File: config.mk
export PLATFORM = sky130hd
export DESIGN_NAME = atf_flags
export DESIGN_NICKNAME = d
export VERILOG_FILES = /design/src/hdl/atf_pkg.sv /design/src/hdl/atf_evt_if.sv /design/src/hdl/atf_flags.sv /design/src/hdl/atf_pin_front.sv
export VERILOG_INCLUDE_DIRS = /design/src /design/src/hdl
export SDC_FILE = /design/constraint.sdc
export NUM_CORES = 1
export LEC_CHECK = 0
export BUFFER_PORTS_ARGS = -buffer_cell sky130_fd_sc_hd__buf_4
export CORE_ASPECT_RATIO = 0.8
export CORE_MARGIN = 4
export CORE_UTILIZATION = 50
export CTS_CLUSTER_DIAMETER = 40
export CTS_CLUSTER_SIZE = 12
export DETAILED_ROUTE_END_ITERATION = 10
export GPL_TIMING_DRIVEN = 1
export PLACE_DENSITY = 0.73
export SLEW_MARGIN = 30
export SYNTH_ARGS = -nofsm -noshare
export SYNTH_HDL_FRONTEND = slang
export SYNTH_HIERARCHICAL = 1
export SYNTH_SLANG_ARGS = --single-unit
File: constraint.sdc
create_clock -name clk -period 8.8 [get_ports clk]
set_input_delay 2.2 -clock clk [delete_from_list [all_inputs] [get_ports clk]]
set_output_delay 2.2 -clock clk [all_outputs]
set_load 0.01 [all_outputs]
File: src/hdl/atf_params.svh
// Constants for the timer status flag block: offsets, bit positions, resets.
// Included by the package and the design modules; defines only.
`ifndef ATF_PARAMS_SVH
`define ATF_PARAMS_SVH

`define ATF_ADDR_W 8
`define ATF_OFF_CTRL 8'h00
`define ATF_OFF_MASK 8'h04
`define ATF_OFF_STAT 8'h08
`define ATF_OFF_EVGEN 8'h0C
`define ATF_OFF_PRE 8'h10
`define ATF_OFF_ACT 8'h14
`define ATF_OFF_CCR 8'h18
`define ATF_OFF_CCR_LAST 8'h24

`define ATF_STAT_W 8
`define ATF_BIT_UPD 0
`define ATF_BIT_CC 1
`define ATF_BIT_COM 5
`define ATF_BIT_TRG 6
`define ATF_BIT_BRK 7

`define ATF_CTL_UPDATE_DISABLE 0
`define ATF_CTL_URS 1
`define ATF_CTL_GATED 2
`define ATF_CTL_TRGFALL 3
`define ATF_CTL_BRKHIGH 4
`define ATF_CTL_CENTRE 5
`define ATF_CTL_W 6

`define ATF_CHM_W 24
`define ATF_CHM_OE 4
`define ATF_CHM_NE 8
`define ATF_CHM_OCM 12
`define ATF_OCM_W 3

`define ATF_RST_CTRL 6'h00
`define ATF_RST_STAT 8'h00
`define ATF_RST_MASK 8'h00
`define ATF_RST_CHM 24'h000000
// Brake synchroniser resets to the idle level of the low-active default
`define ATF_RST_BRKSYNC 2'h3

`endif

File: src/hdl/atf_pkg.sv
// Types shared by the timer status flag block.
// Needs atf_params.svh on the include path.
`include "atf_params.svh"

package atf_pkg;
	typedef logic [`ATF_STAT_W-1:0] atf_flags_type;
	typedef logic [`ATF_CTL_W-1:0] atf_ctrl_type;
	typedef logic [`ATF_CHM_W-1:0] atf_chmode_type;
endpackage : atf_pkg

File: src/hdl/atf_evt_if.sv
// Event carrier between the pin front end and the flag core.
// Both ends on the same clock.
`timescale 1ns/1ps
`default_nettype none

interface atf_evt_if #(parameter int CHANNELS = 4);
	logic brakeLevel;
	logic triggerEvent;
	logic [CHANNELS-1:0] captureEdge;
	modport gen (output brakeLevel, output triggerEvent, output captureEdge);
	modport core (input brakeLevel, input triggerEvent, input captureEdge);
endinterface : atf_evt_if

`default_nettype wire

File: src/hdl/atf_flags.sv
// Status flags of an advanced control timer, with APB registers and interrupt.
// Counter, repetition counter and commutation source live outside on clk.
//
// Our own choices: the APB interface to the registers and the address map.
`timescale 1ns/1ps
`default_nettype none
`include "atf_params.svh"

module atf_flags #(
	parameter int CNT_W = 16,
	parameter int CHANNELS = 4
) (
	input wire logic clk,
	input wire logic reset,
	input wire logic psel,
	input wire logic penable,
	input wire logic pwrite,
	input wire logic [`ATF_ADDR_W-1:0] paddr,
	input wire logic [31:0] pwdata,
	output logic [31:0] prdata,
	output logic pready,
	output logic pslverr,
	input wire logic brakePin,
	input wire logic triggerPin,
	input wire logic [CHANNELS-1:0] capturePin,
	input wire logic [CNT_W-1:0] counterValue,
	input wire logic countDown,
	input wire logic repOverflow,
	input wire logic counterReinit,
	input wire logic comRequest,
	output logic updateEvent,
	output logic comEvent,
	output atf_pkg::atf_chmode_type activeMode,
	output logic irq
);
	import atf_pkg::*;

	atf_evt_if #(.CHANNELS(CHANNELS)) evt ();

	atf_ctrl_type ctrl_q;
	atf_flags_type mask_q;
	atf_flags_type flags_q;
	atf_flags_type flags_d;
	atf_chmode_type preMode_q;
	logic [CNT_W-1:0] ccr_q [CHANNELS];
	logic ugPend_q;
	logic comPend_q;
	logic [31:0] rdata_d;

	atf_pin_front #(.CHANNELS(CHANNELS)) atf_pin_front_inst (
		.clk(clk),
		.reset(reset),
		.brakePin(brakePin),
		.triggerPin(triggerPin),
		.capturePin(capturePin),
		.brakeActiveHigh(ctrl_q[`ATF_CTL_BRKHIGH]),
		.gatedMode(ctrl_q[`ATF_CTL_GATED]),
		.triggerFalling(ctrl_q[`ATF_CTL_TRGFALL]),
		.evt(evt)
	);

	// Bus decode; a transfer completes in its first access cycle
	wire setupPhase = psel & ~penable;
	wire done = psel & penable & pready;
	wire wrDone = done & pwrite;
	wire rdDone = done & ~pwrite;
	wire hitCtrl = paddr == `ATF_OFF_CTRL;
	wire hitMask = paddr == `ATF_OFF_MASK;
	wire hitStat = paddr == `ATF_OFF_STAT;
	wire hitEvgen = paddr == `ATF_OFF_EVGEN;
	wire hitPre = paddr == `ATF_OFF_PRE;
	wire hitAct = paddr == `ATF_OFF_ACT;
	wire hitCcr = paddr >= `ATF_OFF_CCR && paddr <= `ATF_OFF_CCR_LAST
		&& paddr[1:0] == 2'h0;
	wire [1:0] ccrSel = 2'(({24'h0, paddr} - {24'h0, `ATF_OFF_CCR}) >> 2);
	wire mapped = hitCtrl | hitMask | hitStat | hitEvgen | hitPre | hitAct | hitCcr;

	// Software event requests
	wire ugWrite = wrDone & hitEvgen & pwdata[`ATF_BIT_UPD];
	wire comWrite = wrDone & hitEvgen & pwdata[`ATF_BIT_COM];

	// Update sources
	wire update_disable = ctrl_q[`ATF_CTL_UPDATE_DISABLE];
	wire update_request_source = ctrl_q[`ATF_CTL_URS];
	wire updOverflow = repOverflow & ~update_disable;
	wire updSoftware = (ugPend_q | counterReinit) & ~update_disable & ~update_request_source;
	wire updNow = updOverflow | updSoftware;

	// Commutation: hardware request or software generate
	wire comNow = comRequest | comPend_q;

	// Per-channel set and read-clear terms
	logic [CHANNELS-1:0] ccSet;
	logic [CHANNELS-1:0] ccRdClr;

	genvar ch;
	generate
		for (ch = 0; ch < CHANNELS; ch++) begin : g_ch
			wire isInput = activeMode[ch];
			wire match = counterValue == ccr_q[ch];
			// Centre-aligned counting takes the up-counting match only
			wire centreOk = ~ctrl_q[`ATF_CTL_CENTRE] | ~countDown;
			wire capNow = isInput & evt.captureEdge[ch];
			assign ccSet[ch] = isInput ? capNow
				: (match & centreOk);
			assign ccRdClr[ch] = isInput & rdDone & hitCcr
				& (ccrSel == 2'(ch));

			always_ff @(posedge clk) begin
				if (reset) begin
					ccr_q[ch] <= '0;
				end else if (capNow) begin
					ccr_q[ch] <= counterValue;
				end else if (wrDone & hitCcr & ~isInput & ccrSel == 2'(ch)) begin
					ccr_q[ch] <= pwdata[CNT_W-1:0];
				end
			end
		end
	endgenerate

	// Flag sets gathered in status layout
	wire [`ATF_STAT_W-1:0] setVec = {
		evt.brakeLevel,
		evt.triggerEvent,
		comNow,
		ccSet,
		updNow
	};

	// Writing zero clears, writing one keeps
	wire [`ATF_STAT_W-1:0] swClr = (wrDone & hitStat)
		? ~pwdata[`ATF_STAT_W-1:0] : '0;
	wire [`ATF_STAT_W-1:0] rdClr = {3'h0, ccRdClr, 1'b0};

	always_comb begin
		// Set applied last so a same-cycle event survives
		flags_d = (flags_q & ~(swClr | rdClr)) | setVec;
	end

	always_ff @(posedge clk) begin
		if (reset) begin
			flags_q <= `ATF_RST_STAT;
		end else begin
			flags_q <= flags_d;
		end
	end

	// Control, mask and preload mode registers
	always_ff @(posedge clk) begin
		if (reset) begin
			ctrl_q <= `ATF_RST_CTRL;
			mask_q <= `ATF_RST_MASK;
			preMode_q <= `ATF_RST_CHM;
		end else begin
			if (wrDone & hitCtrl) begin
				ctrl_q <= pwdata[`ATF_CTL_W-1:0];
			end
			if (wrDone & hitMask) begin
				mask_q <= pwdata[`ATF_STAT_W-1:0];
			end
			if (wrDone & hitPre) begin
				preMode_q <= pwdata[`ATF_CHM_W-1:0];
			end
		end
	end

	// Software generate bits act one cycle after the write
	always_ff @(posedge clk) begin
		if (reset) begin
			ugPend_q <= 1'b0;
			comPend_q <= 1'b0;
		end else begin
			ugPend_q <= ugWrite;
			comPend_q <= comWrite;
		end
	end

	// Preload copied into the live controls at commutation
	always_ff @(posedge clk) begin
		if (reset) begin
			activeMode <= `ATF_RST_CHM;
		end else if (comNow) begin
			activeMode <= preMode_q;
		end
	end

	// Registered event strobes for the timer core
	always_ff @(posedge clk) begin
		if (reset) begin
			updateEvent <= 1'b0;
			comEvent <= 1'b0;
		end else begin
			updateEvent <= updNow;
			comEvent <= comNow;
		end
	end

	// Level interrupt from unmasked flags, follows flags with one cycle lag
	always_ff @(posedge clk) begin
		if (reset) begin
			irq <= 1'b0;
		end else begin
			irq <= |(flags_q & mask_q);
		end
	end

	// Read mux; generate register reads as zero
	always_comb begin
		rdata_d = 32'h0;
		if (hitCtrl) begin
			rdata_d[`ATF_CTL_W-1:0] = ctrl_q;
		end else if (hitMask) begin
			rdata_d[`ATF_STAT_W-1:0] = mask_q;
		end else if (hitStat) begin
			rdata_d[`ATF_STAT_W-1:0] = flags_q;
		end else if (hitPre) begin
			rdata_d[`ATF_CHM_W-1:0] = preMode_q;
		end else if (hitAct) begin
			rdata_d[`ATF_CHM_W-1:0] = activeMode;
		end else if (hitCcr) begin
			rdata_d[CNT_W-1:0] = ccr_q[ccrSel];
		end
	end

	// Data sampled at setup; status may move before the access edge
	always_ff @(posedge clk) begin
		if (reset) begin
			pready <= 1'b0;
			pslverr <= 1'b0;
			prdata <= 32'h0;
		end else begin
			pready <= setupPhase;
			pslverr <= setupPhase & ~mapped;
			if (setupPhase & ~pwrite) begin
				prdata <= rdata_d;
			end
		end
	end
endmodule : atf_flags

`default_nettype wire

File: src/hdl/atf_pin_front.sv
// Pin front end: synchronises brake, trigger and capture pins, finds edges.
// Pins are asynchronous to clk; control bits come from the core's registers.
`timescale 1ns/1ps
`default_nettype none
`include "atf_params.svh"

module atf_pin_front #(
	parameter int CHANNELS = 4
) (
	input wire logic clk,
	input wire logic reset,
	input wire logic brakePin,
	input wire logic triggerPin,
	input wire logic [CHANNELS-1:0] capturePin,
	input wire logic brakeActiveHigh,
	input wire logic gatedMode,
	input wire logic triggerFalling,
	atf_evt_if.gen evt
);
	logic [1:0] brkSync_q;
	logic [2:0] trgSync_q;
	logic [2:0] capSync_q [CHANNELS];
	wire trgRise = trgSync_q[1] & ~trgSync_q[2];
	wire trgFall = ~trgSync_q[1] & trgSync_q[2];

	always_ff @(posedge clk) begin
		if (reset) begin
			// A zero here would fake a brake right after reset
			brkSync_q <= `ATF_RST_BRKSYNC;
			trgSync_q <= 3'h0;
		end else begin
			brkSync_q <= {brkSync_q[0], brakePin};
			trgSync_q <= {trgSync_q[1:0], triggerPin};
		end
	end

	// Active level chosen by software
	assign evt.brakeLevel = brkSync_q[1] == brakeActiveHigh;
	// Gated mode counts both edges
	assign evt.triggerEvent = gatedMode ? (trgRise | trgFall)
		: (triggerFalling ? trgFall : trgRise);

	genvar ch;
	generate
		for (ch = 0; ch < CHANNELS; ch++) begin : g_cap
			always_ff @(posedge clk) begin
				if (reset) begin
					capSync_q[ch] <= 3'h0;
				end else begin
					capSync_q[ch] <= {capSync_q[ch][1:0], capturePin[ch]};
				end
			end
			assign evt.captureEdge[ch] = capSync_q[ch][1] & ~capSync_q[ch][2];
		end
	endgenerate
endmodule : atf_pin_front

`default_nettype wire

==> implementation parameters <==
Parameter                              Value

Synth
  Count of warnings emitted by yosys ... 6
  Gate count of the mapped netlist ... 899
  Main synth FF type ... sky130_fd_sc_hd__dfxtp_1
  Flops & latches, synth ... 182
  Number of enable-type register cells in the synthesized netlist ... 64
  Sequential element share of the synthesized area ... 0.483
  Share of flip-flops with an asynchronous set or reset after synthesis ... 0
  Netlist Area Pre-Place ... 0.00887 mm2
  Number of distinct standard cells referenced by the synthesized netlist ... 61
  Mean instance size in the synthesized netlist ... 9.87 um2

Worst setup path
  Required time of the critical path ... 8.86 ns
  Crit path kind ... in2reg
  Worst r2r src ... pready
  CP max stage delay ... 0.84 ns
  Cell at the slowest stage of the critical path ... sky130_fd_sc_hd__nor3b_4
  Cell-by-cell listing of the critical path ... buf_4 -> and3b_1 -> o21ai_2 -> or3_1 -> nor3b_4 -> a211o_1
  Crit path capture type ... register
  Count of buffer and inverter cells on the critical path ... 1
  Largest delay share family, worst path ... simple AND/OR/NAND/NOR gates
  Data arrival, critical path ... 5.22 ns
  Worst setup path startpoint ... paddr[3]
  Startpoint class of the critical path ... input pin
  Worst Path Max Fanout ... 33

Detailed routing
  Routed len/inst ... 22.4 um
  Antenna-violating nets left ... 0
  First-pass detailed-route iteration total ... 6
  Drt total wl ... 27.0 mm
  # DRC ... 0
  Via Count ... 7605
  Routed vias/inst ... 6.33
  Initial detailed-routing violation count ... 1016

Global route
  Met3 track demand over resource ... 0.0664
  Largest net degree at the start of global routing ... 91
  Global routing usage on met1 ... 0.387
  Via count of the first global-routing pass ... 7059
  Global-route wire length before repair ... 41.0 mm
  All-layer global routing usage ... 0.267
  Met2 routing resource usage after global routing ... 0.399
  Most utilized layer in the global route result ... met2
  Total congestion overflow ... 0
  Antenna violations before repair ... 0

Pwr
  Design internal power ... 1.35 mW
  Part of the total power dissipated in combinational logic ... 0.086
  Seq pwr share ... 0.492
  Power density over the cells ... 177 mW/mm2
  Net Sw Frac ... 0.261
  Clock network fraction of total power ... 0.422
  Leakage power ... 3.64 nW
  Max IR drop VDD ... 0.131 mV
  Power consumption ... 1.82 mW
  Net switching power ... 0.475 mW

Timing
  Min Tclk post-route ... 5.16 ns
  Max Fclk ... 194 MHz
  Smallest hold slack ... 0.410 ns
  Pin slew with the least headroom to its limit ... 0.967 ns
  Total negative slack for setup checks ... 0 ns
  Worst Clk Skew ... 0.00800 ns
  Hold Fails Final Rpt ... 0
  Setup repair after global routing missed its margin ... false
  Relative max-transition margin ... 0.355
  Setup-failing EPs final ... 0
  Tcrit/Tclk final ... 0.586
  Fin. max-slew vios ... 0

Floorplan
  Core region area ... 0.0174 mm2
  Height of the die ... 127 um
  Initial Util ... 0.511
  Die span in x ... 157 um
  Die area ... 0.0200 mm2
  Top-level I/O count ... 132
  Cell Rows ... 43

Place
  Number of I/O port buffers ... 115
  Placement-stage cell area ... 0.00974 mm2
  Placed Cells incl. Taps ... 1170
  HPWL after detailed placement ... 18.1 mm
  Final weighted congestion of routability-driven global placement ... 0.914

Clock network
  Clock input transition at the sequential cells of the worst setup and hold paths ... 0.07 ns
  Level count of the clock H-tree ... 4
  Count of buffers added by post-CTS timing repair for setup ... 0
  Clock buffer count from CTS ... 17
  Clock tree from TritonCTS ... done
  Clock latency at the later pin of the worst-skew pair ... 0.44 ns
  Resize count post-CTS ... 0
  Sinks on Clock Net ... 182
  Hold buffer count at cts ... 0
  Master cell of the clock root buffer ... sky130_fd_sc_hd__clkbuf_16
  Longest Clk Path Bufs ... 2

Hold path
  Launch instance of the worst min-delay path ... atf_pin_front_inst/brkSync_q[0]
  Hold Path Class ... reg2reg

Status
  Outcome ... complete, no violations

Cells and area
  Fraction of final layout cells with drive strength greater than 1 ... 0.201
  Area growth from synthesis to final layout ... 16.3%
  Layout net count ... 1037
  Final Cell Area ... 0.0103 mm2
  Antenna diode count ... 0
  Number of standard cells in the final layout excluding fillers ... 1202
  Number of fillers in the final layout ... 1536

Run
  Max-capacitance violation count ... 0
synth_stat cells (10+ instances only):
library cell | number | area, um2
sky130_fd_sc_hd__xnor2_1 | 45 | 394
sky130_fd_sc_hd__buf_2 | 10 | 50.1
sky130_fd_sc_hd__xor2_1 | 20 | 175
sky130_fd_sc_hd__edfxtp_1 | 64 | 1920
sky130_fd_sc_hd__nor2_1 | 42 | 158
sky130_fd_sc_hd__dfxtp_1 | 118 | 2360
sky130_fd_sc_hd__a22o_1 | 64 | 561
sky130_fd_sc_hd__a21oi_1 | 78 | 390
sky130_fd_sc_hd__mux4_2 | 16 | 360
sky130_fd_sc_hd__o221ai_1 | 10 | 87.6
sky130_fd_sc_hd__nand3_1 | 35 | 175
sky130_fd_sc_hd__nand2_1 | 137 | 514
sky130_fd_sc_hd__nor2b_1 | 18 | 113
sky130_fd_sc_hd__clkbuf_1 | 56 | 210
sky130_fd_sc_hd__nand4_1 | 10 | 62.6
sky130_fd_sc_hd__buf_4 | 14 | 105
sky130_fd_sc_hd__nor3_1 | 13 | 65.1
sky130_fd_sc_hd__o21ai_0 | 10 | 50.1
sky130_fd_sc_hd__a22oi_1 | 30 | 225
metal layers:
metal | vias up | wire length [um] | share of wire
met5 | - | 0 | 0
met4 | 0 | 660 | 0.024
met3 | 64 | 2860 | 0.11
met2 | 467 | 12000 | 0.45
met1 | 3673 | 11400 | 0.42
li1 | 3401 | - | -
state kept, by name, indices dropped and copies added, names as in the netlist:
| signal | count |
|---|---|
| pslverr | 1 |
| ctrl_q | 6 |
| comPend_q | 1 |
| updateEvent | 1 |
| atf_pin_front_inst/capSync_q | 12 |
| prdata | 24 |
| flags_q | 8 |
| pready | 1 |
| ccr_q | 64 |
| comEvent | 1 |
| irq | 1 |
| preMode_q | 24 |
| ugPend_q | 1 |
| atf_pin_front_inst/trgSync_q | 3 |
| atf_pin_front_inst/brkSync_q | 2 |
| mask_q | 8 |
| activeMode | 24 |
power by group through the flow:
| stage | Clock (mW) | Sequential (mW) | Combinational (mW) |
|---|---|---|---|
| floorplan | 0 | 0.913 | 0.0943 |
| global placement | 0 | 0.915 | 0.152 |
| detailed placement | 0 | 0.916 | 0.153 |
| CTS | 0.771 | 0.897 | 0.154 |
| global route | 0.808 | 0.898 | 0.166 |
| finish | 0.768 | 0.897 | 0.157 |
worst paths after layout:
| kind | end | slack [ns] | depth (start not counted) |
|---|---|---|---|
| worst max-delay path | ccr_q[3][10] | 3.64 | 6 |
| worst min-delay path | atf_pin_front_inst/brkSync_q[1] | 0.41 | 1 |
| worst max register to register | ccr_q[3][10] | 5.67 | 4 |
| worst min register to register | atf_pin_front_inst/brkSync_q[1] | 0.41 | 1 |
layout make-up:
type	count	area, um2	share of cell area
multi-input cells	628	4180	0.405
repair buffers	128	965	0.0935
flip-flops and latches	182	4280	0.415
well taps	225	282	0.0273
clock inverters	15	155	0.0150
clock buffers	17	425	0.0412
inverters	7	26.3	0.00255
logic make-up (layout without fill, tap and decap cells):
| logic type | Yosys count | count (layout) | synth area share |
|---|---|---|---|
| adders and majority gates | 2 | 2 | 0.00282 |
| xor gates and xnor gates | 65 | 65 | 0.0642 |
| buffers and inverters | 96 | 167 | 0.0509 |
| muxes | 20 | 20 | 0.0454 |
| other | 1 | 8 | 0.000423 |
| DFF | 182 | 182 | 0.483 |
| AOI/OAI and AO/OA | 238 | 238 | 0.190 |
| and+or+nand+nor | 295 | 295 | 0.163 |
per-stage QoR:
step / setup slack, ns / utilization
after floorplan: 4.41 / -
after global placement: 3.27 / 0.560
after detailed placement: 3.22 / 0.560
after CTS: 3.69 / 0.594
after global routing: 3.52 / 0.594
final: 3.64 / 0.594
cells in the final DEF, fill, tap and decap left out, drive strengths merged, types with 7 or more instances in the layout:
master,n
clkbuf,17
dfxtp,118
a21oi,78
edfxtp,64
o221ai,10
xor2,20
a22oi,30
nor2b,18
a22o,64
conb,8
buf,128
xnor2,45
nor4,10
a31oi,7
mux4,16
nand4,10
nor3,15
o21ai,11
a2bb2oi,8
o2bb2ai,9
nand2,137
nor2,42
nand3,35
inv,18
No activity file was read; power rests on OpenSTA's default activity.
